## config.mk

```make
export PLATFORM = sky130hd
export DESIGN_NAME = rtc_calendar_cal
export DESIGN_NICKNAME = d
export VERILOG_FILES = /design/src/rtc_cal_pkg.sv /design/src/cal_wave.sv /design/src/rtc_calendar_cal.sv
export SDC_FILE = /design/constraint.sdc
export NUM_CORES = 1
export LEC_CHECK = 0
export ABC_AREA = 1
export BUFFER_PORTS_ARGS = -buffer_cell sky130_fd_sc_hd__buf_2
export CAP_MARGIN = 40
export CORE_UTILIZATION = 68
export CTS_CLUSTER_DIAMETER = 120
export DETAILED_ROUTE_END_ITERATION = 7
export MAX_ROUTING_LAYER = met4
export PLACE_DENSITY = 0.89
export SLEW_MARGIN = 30
export SYNTH_ARGS = -nofsm -noshare
export SYNTH_HDL_FRONTEND = slang
export SYNTH_SLANG_ARGS = --single-unit
```

## constraint.sdc

```tcl
create_clock -name clk_sys -period 5.57 [get_ports clk_sys]
set_input_delay 0 -clock clk_sys [delete_from_list [all_inputs] [get_ports clk_sys]]
set_output_delay 0 -clock clk_sys [all_outputs]
set_load 0.02 [all_outputs]
```

## src/rtc_cal_pkg.sv

```systemverilog
// Purpose: Shared constants and types for the calendar and calibration output block.
// Assumes: 10 MHz system clock; 8-bit registers at fixed offsets.
// Notes: Counts above 4096 cycles are overridable parameters of the top module.
// Function
// (RULE1) In deepest sleep, output only on port0_pin5, needing sleep route and enable.
// (RULE2) Enable clear drives nothing; enable set when awake drives every pin with routing bit set.
// (RULE3) Enable and routing bit 3 drive the output on port2_pin3.
// (RULE4) Enable and routing bit 2 drive the output on port1_pin2.
// (RULE5) Enable and routing bit 1 drive the output on port0_pin7.
// (RULE6) Enable and routing bit 0 drive the output on port0_pin5 when awake.
// (RULE7) Date wraps after 31, 30 or 28/29 days depending on month code.
// (RULE8) Year codes 4 to 96 divisible by four are leap; February gets 29 days.
// (RULE9) Select 00 gives 1 Hz, 01 gives 512 Hz, long accuracy window.
// (RULE10) Select 10 gives 500 Hz, 11 gives 16 kHz, short window.
// (RULE11) Fast selects make timekeeping run 125 times faster.
// (RULE12) On date wrap, date reloads to 01 and month increments.
// (RULE13) Month codes outside 1 to 12 use the 31-day rollover.
`default_nettype none
package rtc_cal_pkg;
    // Clock and output rates
    localparam int CLK_HZ = 10_000_000;
    localparam int FREQ_1HZ = 1;
    localparam int FREQ_512HZ = 512;
    localparam int FREQ_500HZ = 500;
    localparam int FREQ_16KHZ = 16_000;
    localparam int TICK_HZ = 128;
    localparam int FAST_FACTOR = 125;
    localparam int DIV_W = 24;
    // Half periods and timebase in clock cycles
    localparam int HALF_1HZ = CLK_HZ / (2 * FREQ_1HZ);
    localparam int HALF_512HZ = CLK_HZ / (2 * FREQ_512HZ);
    localparam int HALF_500HZ = CLK_HZ / (2 * FREQ_500HZ);
    localparam int HALF_16KHZ = CLK_HZ / (2 * FREQ_16KHZ);
    localparam int TICK_CYCLES = CLK_HZ / TICK_HZ;
    // Register offsets
    localparam logic [3:0] OFF_FRAC = 4'h1;
    localparam logic [3:0] OFF_SEC = 4'h2;
    localparam logic [3:0] OFF_MIN = 4'h3;
    localparam logic [3:0] OFF_HOUR = 4'h4;
    localparam logic [3:0] OFF_DAY = 4'h5;
    localparam logic [3:0] OFF_DATE = 4'h6;
    localparam logic [3:0] OFF_MONTH = 4'h7;
    localparam logic [3:0] OFF_YEAR = 4'h8;
    localparam logic [3:0] OFF_CAL = 4'hF;
    // Counter limits
    localparam logic [7:0] FRAC_MAX = 8'h7F;
    localparam logic [7:0] SEC_MAX = 8'h3B;
    localparam logic [7:0] HOUR_MAX = 8'h17;
    localparam logic [7:0] DAY_MAX = 8'h06;
    localparam logic [7:0] MONTH_MAX = 8'h0C;
    localparam logic [7:0] YEAR_MAX = 8'h63;
    localparam logic [7:0] LEAP_LAST = 8'h60;
    localparam logic [7:0] MONTH_FEB = 8'h02;
    localparam logic [7:0] MONTH_APR = 8'h04;
    localparam logic [7:0] MONTH_JUN = 8'h06;
    localparam logic [7:0] MONTH_SEP = 8'h09;
    localparam logic [7:0] MONTH_NOV = 8'h0B;
    localparam logic [7:0] DAYS_LONG = 8'h1F;
    localparam logic [7:0] DAYS_SHORT = 8'h1E;
    localparam logic [7:0] DAYS_FEB = 8'h1C;
    localparam logic [7:0] DAYS_FEB_LEAP = 8'h1D;
    // Values after reset
    localparam logic [7:0] ZERO_RST = 8'h00;
    localparam logic [7:0] DATE_RST = 8'h01;
    localparam logic [7:0] MONTH_RST = 8'h01;
    localparam logic [7:0] CAL_RST = 8'h00;
    // Frequency select codes
    typedef enum logic [1:0] {
        CAL_FREQ_SELECT_1HZ = 2'b00,
        CAL_FREQ_SELECT_512HZ = 2'b01,
        CAL_FREQ_SELECT_500HZ = 2'b10,
        CAL_FREQ_SELECT_16KHZ = 2'b11
    } cal_freq_t;
    // One bit per output pin, in routing bit order
    typedef struct packed {
        logic route_port2_pin3;
        logic route_port1_pin2;
        logic route_port0_pin7;
        logic route_port0_pin5;
    } cal_pins_t;
    // Calibration output configuration layout
    typedef struct packed {
        logic sleep_output_route;
        logic output_enable;
        cal_freq_t cal_freq_select;
        cal_pins_t route;
    } cal_cfg_t;
endpackage
`default_nettype wire

```

## src/cal_wave.sv

```systemverilog
// Purpose: Square wave generator for the calibration output.
// Assumes: Selection may change at any time; the wave restarts on a change.
// Notes: Half periods are parameters so a bench can shorten them.
`default_nettype none
module cal_wave #(
    parameter logic [rtc_cal_pkg::DIV_W-1:0] HALF_1HZ_P = rtc_cal_pkg::DIV_W'(rtc_cal_pkg::HALF_1HZ),
    parameter logic [rtc_cal_pkg::DIV_W-1:0] HALF_512HZ_P = rtc_cal_pkg::DIV_W'(rtc_cal_pkg::HALF_512HZ),
    parameter logic [rtc_cal_pkg::DIV_W-1:0] HALF_500HZ_P = rtc_cal_pkg::DIV_W'(rtc_cal_pkg::HALF_500HZ),
    parameter logic [rtc_cal_pkg::DIV_W-1:0] HALF_16KHZ_P = rtc_cal_pkg::DIV_W'(rtc_cal_pkg::HALF_16KHZ)
) (
    // Clock and reset
    input wire logic clk_sys,
    input wire logic reset,
    // Rate selection
    input wire rtc_cal_pkg::cal_freq_t freq_select,
    // Wave
    output logic wave_out
);
    import rtc_cal_pkg::*;

    logic [DIV_W-1:0] div_reg;
    logic [DIV_W-1:0] div_next;
    logic wave_reg;
    logic wave_next;
    cal_freq_t sel_reg;
    cal_freq_t sel_next;
    logic [DIV_W-1:0] half;

    // Half period for the selected rate
    always_comb
    begin
        case (freq_select)
            CAL_FREQ_SELECT_1HZ: half = HALF_1HZ_P; // RULE9
            CAL_FREQ_SELECT_512HZ: half = HALF_512HZ_P; // RULE9
            CAL_FREQ_SELECT_500HZ: half = HALF_500HZ_P; // RULE10
            CAL_FREQ_SELECT_16KHZ: half = HALF_16KHZ_P; // RULE10
            default: half = HALF_1HZ_P;
        endcase
    end

    // Divider and toggle
    always_comb
    begin
        div_next = div_reg + DIV_W'(1);
        wave_next = wave_reg;
        sel_next = freq_select;
        if (freq_select != sel_reg)
        begin
            div_next = '0;
            wave_next = 1'b0;
        end
        else if (div_reg >= half - DIV_W'(1))
        begin
            div_next = '0;
            wave_next = ~wave_reg;
        end
    end

    // State registers
    always_ff @(posedge clk_sys)
    begin
        if (reset)
        begin
            div_reg <= '0;
            wave_reg <= 1'b0;
            sel_reg <= CAL_FREQ_SELECT_1HZ;
        end
        else
        begin
            div_reg <= div_next;
            wave_reg <= wave_next;
            sel_reg <= sel_next;
        end
    end

    assign wave_out = wave_reg;
endmodule
`default_nettype wire

```

## src/rtc_calendar_cal.sv

```systemverilog
// Purpose: Calendar counters and routed calibration pulse output.
// Assumes: Single system clock; register port with read data one cycle later.
// Notes: A software write beats a count in the same cycle.
`default_nettype none
module rtc_calendar_cal #(
    parameter logic [rtc_cal_pkg::DIV_W-1:0] TICK_CYCLES_P = rtc_cal_pkg::DIV_W'(rtc_cal_pkg::TICK_CYCLES),
    parameter logic [rtc_cal_pkg::DIV_W-1:0] HALF_1HZ_P = rtc_cal_pkg::DIV_W'(rtc_cal_pkg::HALF_1HZ),
    parameter logic [rtc_cal_pkg::DIV_W-1:0] HALF_512HZ_P = rtc_cal_pkg::DIV_W'(rtc_cal_pkg::HALF_512HZ),
    parameter logic [rtc_cal_pkg::DIV_W-1:0] HALF_500HZ_P = rtc_cal_pkg::DIV_W'(rtc_cal_pkg::HALF_500HZ)
) (
    // Clock and reset
    input wire logic clk_sys,
    input wire logic reset,
    // Register port
    input wire logic [3:0] reg_addr,
    input wire logic [7:0] reg_wdata,
    input wire logic reg_write,
    input wire logic reg_read,
    output logic [7:0] reg_rdata,
    // Power mode
    input wire logic deepest_sleep_mode,
    // Calibration pins
    output rtc_cal_pkg::cal_pins_t cal_pin_level,
    output rtc_cal_pkg::cal_pins_t cal_pin_drive
);
    import rtc_cal_pkg::*;

    localparam logic [DIV_W-1:0] FAST_TICK = DIV_W'(TICK_CYCLES_P / DIV_W'(FAST_FACTOR));

    cal_cfg_t cfg_reg;
    cal_cfg_t cfg_next;
    logic [DIV_W-1:0] tick_reg;
    logic [DIV_W-1:0] tick_next;
    logic [7:0] frac_reg;
    logic [7:0] frac_next;
    logic [7:0] sec_reg;
    logic [7:0] sec_next;
    logic [7:0] min_reg;
    logic [7:0] min_next;
    logic [7:0] hour_reg;
    logic [7:0] hour_next;
    logic [7:0] day_reg;
    logic [7:0] day_next;
    logic [7:0] date_reg;
    logic [7:0] date_next;
    logic [7:0] month_reg;
    logic [7:0] month_next;
    logic [7:0] year_reg;
    logic [7:0] year_next;
    logic [7:0] rdata_reg;
    logic [7:0] rdata_next;
    cal_pins_t level_reg;
    cal_pins_t level_next;
    cal_pins_t drive_reg;
    cal_pins_t drive_next;
    logic [DIV_W-1:0] tick_limit;
    logic tick_hit;
    logic fast_mode;
    logic wave;

    // Last date of a month, 31 days for unknown codes
    function automatic logic [7:0] last_date(input logic [7:0] month, input logic [7:0] year);
        logic leap;
        leap = (year[1:0] == 2'b00) && (year != ZERO_RST) && (year <= LEAP_LAST); // RULE8
        case (month)
            MONTH_FEB: last_date = leap ? DAYS_FEB_LEAP : DAYS_FEB; // RULE8
            MONTH_APR, MONTH_JUN, MONTH_SEP, MONTH_NOV: last_date = DAYS_SHORT; // RULE7
            default: last_date = DAYS_LONG; // RULE13
        endcase
    endfunction

    cal_wave #(
        .HALF_1HZ_P(HALF_1HZ_P),
        .HALF_512HZ_P(HALF_512HZ_P),
        .HALF_500HZ_P(HALF_500HZ_P)
    ) u_wave (
        .clk_sys(clk_sys),
        .reset(reset),
        .freq_select(cfg_reg.cal_freq_select),
        .wave_out(wave)
    );

    // Timebase: fast selections shorten the tick
    assign fast_mode = cfg_reg.cal_freq_select[1]; // RULE11
    assign tick_limit = fast_mode ? FAST_TICK : TICK_CYCLES_P; // RULE11
    assign tick_hit = tick_reg >= tick_limit - DIV_W'(1);

    // Calendar counting and register writes
    always_comb
    begin
        tick_next = tick_hit ? '0 : tick_reg + DIV_W'(1);
        frac_next = frac_reg;
        sec_next = sec_reg;
        min_next = min_reg;
        hour_next = hour_reg;
        day_next = day_reg;
        date_next = date_reg;
        month_next = month_reg;
        year_next = year_reg;
        cfg_next = cfg_reg;
        if (tick_hit)
        begin
            frac_next = frac_reg + 8'h01;
            if (frac_reg >= FRAC_MAX)
            begin
                frac_next = ZERO_RST;
                sec_next = sec_reg + 8'h01;
                if (sec_reg >= SEC_MAX)
                begin
                    sec_next = ZERO_RST;
                    min_next = min_reg + 8'h01;
                    if (min_reg >= SEC_MAX)
                    begin
                        min_next = ZERO_RST;
                        hour_next = hour_reg + 8'h01;
                        if (hour_reg >= HOUR_MAX)
                        begin
                            hour_next = ZERO_RST;
                            day_next = (day_reg >= DAY_MAX) ? ZERO_RST : day_reg + 8'h01;
                            date_next = date_reg + 8'h01;
                            if (date_reg >= last_date(month_reg, year_reg)) // RULE7
                            begin
                                date_next = DATE_RST; // RULE12
                                month_next = month_reg + 8'h01; // RULE12
                                if (month_reg >= MONTH_MAX)
                                begin
                                    month_next = MONTH_RST;
                                    year_next = (year_reg >= YEAR_MAX) ? ZERO_RST : year_reg + 8'h01;
                                end
                            end
                        end
                    end
                end
            end
        end
        if (reg_write)
        begin
            case (reg_addr)
                OFF_FRAC: frac_next = reg_wdata;
                OFF_SEC: sec_next = reg_wdata;
                OFF_MIN: min_next = reg_wdata;
                OFF_HOUR: hour_next = reg_wdata;
                OFF_DAY: day_next = reg_wdata;
                OFF_DATE: date_next = reg_wdata;
                OFF_MONTH: month_next = reg_wdata;
                OFF_YEAR: year_next = reg_wdata;
                OFF_CAL: cfg_next = cal_cfg_t'(reg_wdata);
                default: cfg_next = cfg_reg;
            endcase
        end
    end

    // Read data for the cycle after the strobe
    always_comb
    begin
        rdata_next = ZERO_RST;
        if (reg_read)
        begin
            case (reg_addr)
                OFF_FRAC: rdata_next = frac_reg;
                OFF_SEC: rdata_next = sec_reg;
                OFF_MIN: rdata_next = min_reg;
                OFF_HOUR: rdata_next = hour_reg;
                OFF_DAY: rdata_next = day_reg;
                OFF_DATE: rdata_next = date_reg;
                OFF_MONTH: rdata_next = month_reg;
                OFF_YEAR: rdata_next = year_reg;
                OFF_CAL: rdata_next = cfg_reg;
                default: rdata_next = ZERO_RST;
            endcase
        end
    end

    // Pin routing
    always_comb
    begin
        drive_next = '0; // RULE2
        if (cfg_reg.output_enable)
        begin
            if (deepest_sleep_mode)
            begin
                drive_next.route_port0_pin5 = cfg_reg.sleep_output_route; // RULE1
            end
            else
            begin
                drive_next.route_port2_pin3 = cfg_reg.route.route_port2_pin3; // RULE3
                drive_next.route_port1_pin2 = cfg_reg.route.route_port1_pin2; // RULE4
                drive_next.route_port0_pin7 = cfg_reg.route.route_port0_pin7; // RULE5
                drive_next.route_port0_pin5 = cfg_reg.route.route_port0_pin5; // RULE6
            end
        end
        level_next = drive_next & {4{wave}}; // RULE2
    end

    // State registers
    always_ff @(posedge clk_sys)
    begin
        if (reset)
        begin
            tick_reg <= '0;
            frac_reg <= ZERO_RST;
            sec_reg <= ZERO_RST;
            min_reg <= ZERO_RST;
            hour_reg <= ZERO_RST;
            day_reg <= ZERO_RST;
            date_reg <= DATE_RST;
            month_reg <= MONTH_RST;
            year_reg <= ZERO_RST;
            cfg_reg <= cal_cfg_t'(CAL_RST);
            rdata_reg <= ZERO_RST;
            level_reg <= '0;
            drive_reg <= '0;
        end
        else
        begin
            tick_reg <= tick_next;
            frac_reg <= frac_next;
            sec_reg <= sec_next;
            min_reg <= min_next;
            hour_reg <= hour_next;
            day_reg <= day_next;
            date_reg <= date_next;
            month_reg <= month_next;
            year_reg <= year_next;
            cfg_reg <= cfg_next;
            rdata_reg <= rdata_next;
            level_reg <= level_next;
            drive_reg <= drive_next;
        end
    end

    assign reg_rdata = rdata_reg;
    assign cal_pin_level = level_reg;
    assign cal_pin_drive = drive_reg;
endmodule
`default_nettype wire

```

Word-level counts from Yosys, hierarchy flattened
Cells that the tools add are included.
- flip-flop bits (word level): 139
- input bits: 17
- output and inout port bits: 16
- word-level logic and storage cells: 153
- add/sub/neg operators: 12
- order comparisons: 11
- equality and inequality tests: 18
- multiplexer cells: 70
- bitwise logic cells: 3
- reduce and logical (&&, ||, !) cells: 11
- operators by type and width (operator ; count):
    $mux 8 ; 62
    $pmux 24 s4 ; 1
    $pmux 8 s9 ; 1
    $add 8x1->8 const B ; 8
    $add 24x1->24 const B ; 2
    $ge 24x24->1 ; 2
    $sub 24x1->24 const B ; 1
    $sub 17x1->18 const B ; 1
    $mux 17 ; 1
    $eq 4x3->1 const B ; 4
    $eq 8x3->1 const B ; 2
    $eq 8x4->1 const B ; 2
    $ge 8x6->1 const B ; 2
    $ge 8x7->1 const B ; 2
    $eq 4x2->1 const B ; 2
    $eq 4x4->1 const B ; 2
    $eq 8x2->1 const B ; 1
    $ge 8x3->1 const B ; 1
    $ge 8x4->1 const B ; 1
    $ge 8x5->1 const B ; 1
    $ge 8x8->1 ; 1
    $le 8x7->1 const B ; 1
    $reduce_bool 8->1 ; 1
    $reduce_or 2->1 ; 3
    15 further kinds ; 20

Longest topological paths before layout
Gate-level depths: netlist of run 1.
- depth in word-level cells: 19
- mapped depth: 18

Modules after synthesis
Synthesis of run 1 repeated with hierarchy kept, for this count alone.
- cells, all modules: 1308
- area, all modules: 8708.4 um2
- by module, submodules not included (module ; instances ; cells an instance ; area an instance (um2) ; sequential area each (um2)):
    rtc_calendar_cal ; 1 ; 1042 ; 6772.7 ; 2242.2
    cal_wave ; 1 ; 266 ; 1935.6 ; 540.5

Least setup slack after synthesis of run 1
Ideal clock, no wire load.
- path type: reg-to-reg
- from: reg cfg_reg[5] in the netlist's numbering
- to: reg u_wave.div_reg[21]
- library setup time: 70 ps
- arrival time: 2409 ps
- data required time: 5500 ps
- slack: 3092 ps
- stages on the path, launching flop included: 12
- path buffers: 1
- path through: dfxtp_1 inv_1 ha_1 inv_1 ha_1 ha_1 a31oi_1 nor2_1 o21ai_0 nand4_1 buf_2 a21oi_1
- cells in the longest elaborated chain, start to end: 5
- elaborated cells between the ends (all ways): 9
- RTL lines (element ; line ; source):
    from (decl) ; rtc_calendar_cal.sv:30 ; cal_cfg_t cfg_reg;
    from (signal assigned) ; rtc_calendar_cal.sv:209 ; cfg_reg <= cal_cfg_t'(CAL_RST);
    from (signal assigned) ; rtc_calendar_cal.sv:225 ; cfg_reg <= cfg_next;
    $eq 2x2->1, or another cell as far along ; cal_wave.sv:32 ; case (freq_select)
    $pmux 24 s4 ; cal_wave.sv:32 ;
    $sub 24x1->24 ; cal_wave.sv:52 ; else if (div_reg >= half - DIV_W'(1))
    $ge 24x24->1 ; cal_wave.sv:52 ;
    $reduce_or 3->1 (no line) * ; - ;
    to (signal assigned) ; cal_wave.sv:70 ; div_reg <= div_next;
    to (decl) ; cal_wave.sv:21 ; logic [DIV_W-1:0] div_reg;
Every way passes the cells marked *; elsewhere a longest branch is shown, timed or not. The select of a mux whose other input is x is not followed.
A chain may end at the register's enable or synchronous reset.

Worst setup path in the final report of run 1
- from: reg cfg_reg[5] in the netlist's numbering
- to: reg u_wave.div_reg[22]
The elaborated chain is that of the path after synthesis.

==> metrics, run 1 <==
status=complete, no violations; area growth from synthesis to layout=11.4%; largest net degree at the start of global routing=44; Leak=~0.0043 uW; Synth Register Bits=139; pwr dens=254 nW/um^2; setup TNS=0 ns; Chip Width=approximately 110 um; Max VDD drop=approximately 0.24 mV; Tmin final=about 3.6 ns; die area=~13000 sq um; Cell Rows=40; WP data arrival=between 3 and 4 ns; clock buffer depth=2; Worst-Skew Late Latency=between 0.4 and 0.5 ns; GP Congestion=between 1 and 1.5; DR WL/cell=approximately 16 um; number of port buffers=32; fin util=about 80%; DR vias/cell=between 5 and 6; Post-synth top flop=dfxtp_1; nets=1394; post_cts resized=0; vias in the first global route=8056; TritonCTS buffer count=17; part of the cycle the worst path needs=between 60% and 70%; post-synth top area cell=dfxtp_1; cell area after synthesis=between 8000 and 9000 sq um; slack of the critical path=2.01 ns; worst-margin pin slew=approximately 0.86 ns; largest cells by area after synthesis=dfxtp_1 32%, nand2_1 11%, inv_1 9.2%, ha_1 7.1%, nand3_1 6.0%; Max-Slew Margin vs Limit=between 40% and 50%; dpl hpwl=between 15000 and 20000 um; Detailed Routing Iterations Pass 1=7; Critical Path Sink Type=register; Yosys warnings=0; Worst Setup Start Kind=register; diode count=0; via count=between 8k and 9k; clock transition at the registers of the reported paths=around 0.06 ns; Die Height=roughly 110 um; Buf+Inv Stages, Crit Path=3; CP required=around 6 ns; f_max=approximately 280 MHz; DR DRC count=0; worst path cell trace=inv_1, ha_1, inv_1, ha_1, ha_1, a31oi_1, nor2_1, o21ai_0, nand4_1, buf_6, nor3_1; Initial Util=about 71%; Post-synth EDFFs=0; core area=roughly 12000 sq um; gr usage total=40.0%; Final setup viols=0; post-route insts no fill=1509; Final ANT Viol Nets=0; syn avg cell area=between 6 and 7 sq um; first-pass GRT wire length=~39000 um; Congestion Overflow GR=0; CTS Sinks=139; fin. max-slew vios=0; max incr delay on CP=0.61 ns; post-synthesis sequential area ratio=32.4%; root buffer selected by CTS=clkbuf_16; Post-Syn Instances=1291; CP Max Fanout=13; CTS H-tree depth=4; Post-synth ARST share=0%; count leader, synth=nand2_1; top cells by count, synth=262 x nand2_1, 210 x inv_1, 139 x dfxtp_1; Final Hold Fails=0; drt first-iter violations=1263; dpl cells=about 1.5k; Yosys top cell area share=between 30% and 40%; RSZ-0062 raised after global routing=false; CP Class=register to register; HP Class=input pin to register; Slowest-stage cell, CP=nand4_1; ratio of cells with drive above 1 in the final layout=approximately 7.3%; Ports=33; initial antenna violation count=0; Place WS=between 2 and 2.5 ns; Worst path top cell family by delay=adder cells; CTS tree=yes; worst clock skew=a little under 0.01 ns; Max-Cap Viols=0; post-synthesis cell type count=47; most used cell along the critical path=ha_1; WL final=between 20000 and 25000 um
-- report_power, final --
group	switching [uW]	leakage [uW]	internal, uW	total (uW)
combinational	119	0.00285	49.6	169
clock	465	0.000306	767	1230
sequential	16.0	0.00113	1010	1030
-- per-layer routing --
metal  global-route usage, %  vias to the layer above  routed length [um]
met2                    60.9                      514               10900
met4                    15.8                        0                 961
met5                       -                        -                   0
li1                        -                     4307                   -
met1                    49.6                     3963                9910
met3                    12.0                      114                2950
-- cell usage in the layout, fill, tap and decap left out, types with 6 or more instances in the layout --
cell type / Yosys / layout
nand2_1: 262 / 262
inv_1: 210 / 210
dfxtp_1: 139 / 139
nor2_1: 125 / 125
nand3_1: 103 / 103
a21oi_1: 91 / 91
o21ai_0: 62 / 62
ha_1: 49 / 49
nor3_1: 33 / 33
buf_2: 9 / 33
nand4_1: 31 / 31
o22ai_1: 22 / 22
xor2_1: 20 / 20
clkbuf_16: 0 / 17
o211ai_1: 16 / 16
a31oi_1: 10 / 10
nor4_1: 10 / 10
conb_1: 2 / 9
dlygate4sd3_1: 0 / 9
nor2_2: 8 / 8
inv_2: 7 / 7
a41oi_1: 7 / 7
nor3b_1: 6 / 6
xnor2_1: 6 / 6
-- cell type report --
cell class | count | area, sq um
Multi-Input combinational cell | 904 | 4810
Sequential cell | 139 | 2780
Fill cell | 905 | 2590
Inverter | 219 | 822
Clock buffer | 20 | 447
Timing Repair Buffer | 47 | 317
Tap cell | 168 | 210
Clock inverter | 12 | 185
-- timing repair --
action,CTS,global route
hold buffers,9,0
setup buffers,0,0
hold endpoints to repair,34,0
-- through the flow --
stage | area (sq um) | total power (uW) | hold WS [ns]
after floorplan | 8620 | 1150 | 0.124
after global placement | 8800 | 1200 | 0.271
after detailed placement | 8850 | 1200 | 0.279
after CTS | 9570 | 2410 | 0.0155
after global routing | 9580 | 2490 | 0.0442
final | 9580 | 2430 | 0.0311
-- worst paths after layout --
kind              cells after the start                 end        start  slack, ns
hold reg to reg                       1         tick_reg[0]  tick_reg[0]       0.47
hold / removal                        3        reg_rdata[2]     reg_read       0.03
setup / recovery                     11  u_wave.div_reg[22]   cfg_reg[5]       2.01
setup reg to reg                     11  u_wave.div_reg[22]   cfg_reg[5]       2.01
-- worst register-to-register path, stage by stage (launching register included) --
cell and delay (ns):
dfxtp_1 0.57, inv_1 0.31, ha_1 0.31, inv_1 0.09, ha_1 0.23, ha_1 0.29
a31oi_1 0.19, nor2_1 0.07, o21ai_0 0.29, nand4_1 0.61, buf_6 0.38, nor3_1 0.13
-- logic make-up after synthesis --
| family | synth area share (%) |
|---|---|
| flip-flops | 32.4 |
| AND/OR/NAND/NOR | 30.7 |
| AO/OA/AOI/OAI | 15.1 |
| buffers and inverters | 11.9 |
| XOR/XNOR | 2.65 |
| adder cells (fa/ha/maj) | 7.13 |
| other | 0.0874 |
Note: power is estimated with default switching activity, not from simulation.
==> inputs of run 2 (changes only) <==
ABC_AREA = 0   (was 1)
CORE_UTILIZATION = 56   (was 68)
PLACE_DENSITY = 0.79   (was 0.89)
clock period = 3.1 ns   (was 5.57 ns; I/O delays follow)
==> run 2 against run 1 <==
Net effect:
- the run now ends with setup timing left
- area after synthesis down 7.9%
- global-route usage down 7.3 points
- die area up 12%
- largest power group unchanged
==> metrics, run 2 <==
nets=1113 (was 1394); HP Class=input pin to register (unchanged); syn avg cell area=7.95 sq um (was 6.66 sq um); Max-Slew Margin vs Limit=41.4% (was 42.3%); CTS Sinks=139 (unchanged); clock transition at the registers of the reported paths=0.06 ns (about the same); Adder-Cell Fraction of Synth Area=7.75% (was 7.13%); Power Total=4160 uW (was 2430 uW); DR vias/cell=6.35 (was 5.90); mux contribution to synthesized area=2.40% (was 0%); post-synthesis sequential area ratio=35.2% (was 32.4%); Post-synth top flop=dfxtp_1 (unchanged); Congestion Overflow GR=0 (unchanged); CP required=3.44 ns (was 5.92 ns); count leader, synth=nor2_1 (was nand2_1); Post-Synth Simple-Gate Area=27.6% (was 30.7%); WL final=22600 um (was 24700 um); Yosys top cell area share=35.2% (was 32.4%); Slowest-stage cell, CP=or4b_1 (was nand4_1); setup TNS=-1.68 ns (was 0 ns); diode count=0 (unchanged); post-synth top area cell=dfxtp_1 (unchanged); post-synthesis compound-gate area fraction=18.6% (was 15.1%); Final setup viols=13 (was 0); Leak=0.00342 uW (was 0.00428 uW); Final ANT Viol Nets=0 (unchanged); FF-to-FF path depth=13 (was 11); number of port buffers=32 (unchanged); fin. max-slew vios=0 (unchanged); pwr dens=453 nW/um^2 (was 254 nW/um^2); cell area after synthesis=7910 sq um (was 8590 sq um); Initial Util=57.2% (was 70.7%); gr usage total=32.7% (was 40.0%); Max-Cap Viols=0 (unchanged); CP Max Fanout=4 (was 13); Critical Path Sink Type=register (unchanged); root buffer selected by CTS=clkbuf_16 (unchanged); Buf+Inv Stages, Crit Path=0 (was 3); WP data arrival=3.66 ns (was 3.91 ns); worst-margin pin slew=0.872 ns (was 0.863 ns); RSZ-0062 raised after global routing=true (was false); DR WL/cell=18.2 um (was 16.4 um); CP Class=register to register (unchanged); DR DRC count=0 (unchanged); WHS Path Cells=3 (unchanged); Post-synth ARST share=0% (unchanged); core area=13800 sq um (was 12200 sq um); Post-Syn Instances=995 (was 1291); HP Start=reg_read (unchanged); Die Height=121 um (was 114 um); Chip Width=121 um (was 114 um); Tmin final=3.32 ns (was 3.56 ns); Worst-Skew Late Latency=0.43 ns (was 0.44 ns); via count=7867 (was 8898); slack of the critical path=-0.222 ns (was 2.01 ns); violated checks=setup timing; TritonCTS buffer count=17 (unchanged); largest net degree at the start of global routing=61 (was 44); CTS H-tree depth=4 (unchanged); Yosys warnings=0 (unchanged); Hold EP=reg_rdata[0] (was reg_rdata[2]); largest family of logic cells by synthesized area=simple AND/OR/NAND/NOR gates (unchanged); post-synthesis cell type count=67 (was 47); f_max=301 MHz (was 281 MHz); commonest cells after routing, fill and taps aside=139 x nor2_1, 139 x dfxtp_1, 91 x nand2_1 (was 262 x nand2_1, 210 x inv_1, 139 x dfxtp_1); Synth Register Bits=139 (unchanged); # fillers=1124 (was 905); Ports=33 (unchanged); vias in the first global route=7200 (was 8056); worst path cell trace=or3_4, or3_4, nand4b_1, a21oi_1, nor3_1, o21ai_1, ha_1, nor2b_1, o21ai_1, and3_4, o211ai_2, or4b_1, a311oi_1 (was inv_1, ha_1, inv_1, ha_1, ha_1, a31oi_1, nor2_1, o21ai_0, nand4_1, buf_6, nor3_1); part of the cycle the worst path needs=107% (was 63.9%); Cell Rows=43 (was 40); clock buffer depth=2 (unchanged); initial antenna violation count=0 (unchanged); largest cells by area after synthesis=dfxtp_1 35%, ha_1 7.7%, nor2_1 6.6%, nand3_1 4.7%, nand2_1 4.4% (was dfxtp_1 32%, nand2_1 11%, inv_1 9.2%, ha_1 7.1%, nand3_1 6.0%); status=finished, violations left (was complete, no violations); first-pass GRT wire length=36300 um (was 39400 um); drt first-iter violations=635 (was 1263); Worst Setup Start Kind=register (unchanged); reg2reg start=year_reg[3] (was cfg_reg[5]); Final Hold Fails=0 (unchanged); Detailed Routing Iterations Pass 1=6 (was 7); CTS tree=yes (unchanged); ratio of cells with drive above 1 in the final layout=12.0% (was 7.31%); GP Congestion=0.944 (was 1.03); area growth from synthesis to layout=16.0% (was 11.4%); Max VDD drop=0.382 mV (was 0.245 mV); Critical R2R Capture=year_reg[4] (was u_wave.div_reg[22]); hold slack=0.0809 ns (was 0.0311 ns); Post-synth EDFFs=0 (unchanged); top cells by count, synth=140 x nor2_1, 139 x dfxtp_1, 92 x nand2_1 (was 262 x nand2_1, 210 x inv_1, 139 x dfxtp_1); max incr delay on CP=0.52 ns (was 0.61 ns); flop-to-flop setup slack=-0.22 ns (was 2.01 ns); die area=14600 sq um (was 13100 sq um); XOR/XNOR Fraction of Synth Area=4.54% (was 2.65%); worst clock skew=0.00543 ns (was 0.00963 ns); dpl hpwl=15000 um (was 17100 um); Worst path top cell family by delay=simple AND/OR/NAND/NOR gates (was adder cells)
run 2: metrics by stage:
| stage | instance area (sq um) | std cells | util, % | setup WS [ns] |
|---|---|---|---|---|
| after floorplan | 7940 | 1002 | - | 0.0288 |
| after global placement | 8380 | 1195 | 60.6 | -0.0237 |
| after detailed placement | 8380 | 1195 | 60.6 | -0.105 |
| after CTS | 9050 | 1236 | 65.5 | -0.0573 |
| after global routing | 9180 | 1239 | 66.4 | -0.393 |
| final | 9180 | 1239 | 66.4 | -0.222 |
run 2: area by class of cell:
type,instances,area [sq um],share of cell area [%]
multi-input combinational,784,4950,53.9
sequential,139,2780,30.3
timing repair buffer,79,558,6.08
clock buffer,20,447,4.87
tap,180,225,2.45
clock inverter,11,123,1.34
inverter,26,97.6,1.06
run 2: logic make-up (layout without fill, tap and decap cells):
family / after synthesis / count (layout)
compound gates: 221 / 221
xor+xnor: 41 / 41
fa+ha+maj: 49 / 49
buf+inv: 79 / 136
flops: 139 / 139
mux: 16 / 16
other cells: 2 / 9
simple gates: 448 / 448
run 2: power by group:
part           switching (uW)  internal, uW
registers                45.9          1820
logic                     199           112
clock network             783          1200
total                    1030          3130
run 2: worst max-delay path by stage:
stage	cells after the start	endpoint	start
after floorplan	13	year_reg[4]	year_reg[3]
after global placement	13	year_reg[3]	year_reg[3]
after detailed placement	13	year_reg[3]	year_reg[3]
after CTS	13	year_reg[3]	year_reg[3]
after global routing	13	year_reg[3]	year_reg[3]
final	13	year_reg[4]	year_reg[3]
run 2: tightest hold or removal path: cells and delay by family:
| kind | cells | cell delay, ns |
|---|---|---|
| AND/OR/NAND/NOR | 1 | 0.27 |
| buffers and inverters | 1 | 0.11 |
| AO/OA/AOI/OAI | 1 | 0.07 |
run 2: routing by layer:
metal	share of wire (%)	GRT usage, %	vias to the layer above	routed length, um
li1	-	-	3741	-
met1	41	39.6	3643	9300
met2	46	51.0	385	10300
met3	8.4	7.24	98	1900
met4	4.5	16.7	0	1030
met5	0	-	-	0
run 2: what timing repair did:
item                       in CTS  in global routing
setup endpoints to repair       6                 39
hold endpoints to repair       29                  0
buffers inserted                0                  2
hold buffers                   10                  0
pin swaps                       2                  7
gates cloned                    0                  1
resized for setup               2                 21
==> inputs of run 3 (changes only) <==
==> constraint.sdc (replaced) <==
create_clock -name clk_sys -period 3.1 [get_ports clk_sys]
set_input_delay 0.62 -clock clk_sys [delete_from_list [all_inputs] [get_ports clk_sys]]
set_output_delay 0.62 -clock clk_sys [all_outputs]
set_load 0.02 [all_outputs]
==> run 3 against run 2 <==
Net effect:
- the flow still finishes with violations (setup timing)
- flip-flop and latch count is the same
- total power up 5.8%
- critical path depth unchanged
- register-to-register slack improved by 0.12 ns
- sequential power is essentially flat
- design area is 0.30% lower
- final cell count decreased by 0.32%
- core utilization decreased by 0.20 points
- worst hold slack better by 0.40 ns
- critical endpoint is now year_reg[3]
- largest cell class unchanged
- highest routed layer unchanged
==> metrics, run 3 (synthesized netlist as in run 2, its figures left out) <==
CP Class=register to register (unchanged); post-route insts no fill=1235 (was 1239); Initial Util=57.2% (unchanged); Max VDD drop=0.422 mV (was 0.382 mV); commonest cells after routing, fill and taps aside=140 x nor2_1, 139 x dfxtp_1, 91 x nand2_1 (was 139 x nor2_1, 139 x dfxtp_1, 91 x nand2_1); dpl cells=1198 (was 1195); violated checks=setup timing (unchanged); drt first-iter violations=805 (was 635); gr usage total=32.5% (was 32.7%); worst-margin pin slew=0.816 ns (was 0.872 ns); area growth from synthesis to layout=15.7% (was 16.0%); number of port buffers=32 (unchanged); diode count=0 (unchanged); commonest non-fill, non-tap cell in the layout=nor2_1; Congestion Overflow GR=0 (unchanged); DR WL/cell=18.2 um (about the same); hold slack=0.482 ns (was 0.0809 ns); worst clock skew=0.00899 ns (was 0.00543 ns); initial antenna violation count=0 (unchanged); Comb pwr share=6.8% (was 7.5%); root buffer selected by CTS=clkbuf_16 (unchanged); CTS Sinks=139 (unchanged); CP Max Fanout=4 (unchanged); WL final=22400 um (was 22600 um); core area=13800 sq um (unchanged); Max-Cap Viols=0 (unchanged); Placed Area=8400 sq um (was 8380 sq um); Internal Pwr Total=3360 uW (was 3130 uW); Ports=33 (unchanged); slack of the critical path=-0.104 ns (was -0.222 ns); Die Height=121 um (unchanged); Final setup viols=2 (was 13); CTS tree=yes (unchanged); Tmin final=3.20 ns (was 3.32 ns); CP startpoint=year_reg[3] (unchanged); pwr dens=481 nW/um^2 (was 453 nW/um^2); # hold bufs at CTS=0 (was 10); Detailed Routing Iterations Pass 1=6 (unchanged); Leak=0.00345 uW (was 0.00342 uW); Cell Rows=43 (unchanged); setup TNS=-0.145 ns (was -1.68 ns); clock share of power=50.7% (was 47.6%); reg2reg start=year_reg[3] (unchanged); Design Area, Final=9150 sq um (was 9180 sq um); # fillers=1150 (was 1124); Worst Setup Start Kind=register (unchanged); WP data arrival=3.53 ns (was 3.66 ns); nets=1108 (was 1113); DR DRC count=0 (unchanged); TritonCTS buffer count=17 (unchanged); largest net degree at the start of global routing=32 (was 61); CTS H-tree depth=4 (unchanged); RSZ-0062 raised after global routing=true (unchanged); Max-Slew Margin vs Limit=45.2% (was 41.4%); Final Hold Fails=0 (unchanged); vias in the first global route=7369 (was 7200); CP required=3.43 ns (was 3.44 ns); f_max=312 MHz (was 301 MHz); Net Sw Frac=23.7% (was 24.7%); Final ANT Viol Nets=0 (unchanged); clock transition at the registers of the reported paths=0.06 ns (about the same); HP Class=register to register (was input pin to register); part of the cycle the worst path needs=103% (was 107%); switching power=1040 uW (was 1030 uW); clock buffer depth=2 (unchanged); dpl hpwl=15600 um (was 15000 um); via count=7914 (was 7867); status=finished, violations left (unchanged); Sequential Power Share=42.5% (was 44.9%); first-pass GRT wire length=36100 um (was 36300 um); Worst-Skew Late Latency=0.43 ns (about the same); fin. max-slew vios=0 (unchanged); DR vias/cell=6.41 (was 6.35); ratio of cells with drive above 1 in the final layout=12.0% (about the same); HP Start=tick_reg[0] (was reg_read); Critical Path Sink Type=register (unchanged); Chip Width=121 um (unchanged); die area=14600 sq um (unchanged); GP Congestion=0.963 (was 0.944)
[run 3: cell types whose count changed in the layout (fill, tap and decap cells not counted), moves of 2 or more]
cell           delta
bufinv_16         +2
buf_4             +5
clkbuf_8          +3
clkinvlp_4        -2
dlygate4sd3_1    -10
[run 3: worst paths after layout]
| path | cells after the start | end | slack [ns] |
|---|---|---|---|
| max | 13 | year_reg[3] | -0.10 |
| min | 1 | tick_reg[0] | 0.48 |
| max reg2reg | 13 | year_reg[3] | -0.10 |
| min reg2reg | 1 | tick_reg[0] | 0.48 |
[run 3: critical path: stages (launching register included)]
cell	delay (ns)
dfxtp_1	0.31
or3_4	0.38
or3_1	0.31
nand4b_1	0.12
a21oi_1	0.08
nor3_1	0.14
o21ai_1	0.10
ha_1	0.29
nor2b_1	0.04
o21ai_1	0.14
and3_1	0.21
o211ai_2	0.13
or4b_1	0.54
a311oi_1	0.31
[run 3: what timing repair did]
| action | 4_1_cts | 5_1_grt |
|---|---|---|
| cloned | 0 | 1 |
| gates resized for setup | 2 | 13 |
| hold endpoints to repair | 0 | 0 |
| setup endpoints to repair | 2 | 33 |
| setup buffers | 2 | 2 |
| pin swaps | 1 | 5 |
[run 3: cell type report]
type,count,area [sq um],share of cell area [%]
Multi-Input combinational cell,784,4900,53.6
Clock buffer,22,484,5.29
Clock inverter,10,163,1.78
Tap cell,180,225,2.46
Sequential cell,139,2780,30.4
Inverter,26,97.6,1.07
Timing Repair Buffer,74,495,5.41
[run 3: metal layers]
metal  global-route usage [%]  routed length (um)
met5                        -                   0
met4                     18.1                1090
met3                     7.05                2030
met2                     50.4               10200
met1                     39.3                9090
[run 3: metrics by stage]
stage	worst slack, ns	util (%)	total power (uW)
3_3_place_gp	0.00467	60.8	2180
3_5_place_dp	-0.0565	60.8	2190
2_1_floorplan	0.0288	-	2090
5_1_grt	-0.260	66.2	4520
6_report	-0.104	66.2	4400
4_1_cts	-0.00298	65.6	4400
[run 3: power groups by stage]
stage / registers (uW) / clock network [uW] / logic, uW
3_3_place_gp: 1910 / 0 / 279
6_report: 1870 / 2230 / 298
5_1_grt: 1870 / 2320 / 325
3_5_place_dp: 1910 / 0 / 285
4_1_cts: 1870 / 2240 / 287
2_1_floorplan: 1890 / 0 / 194
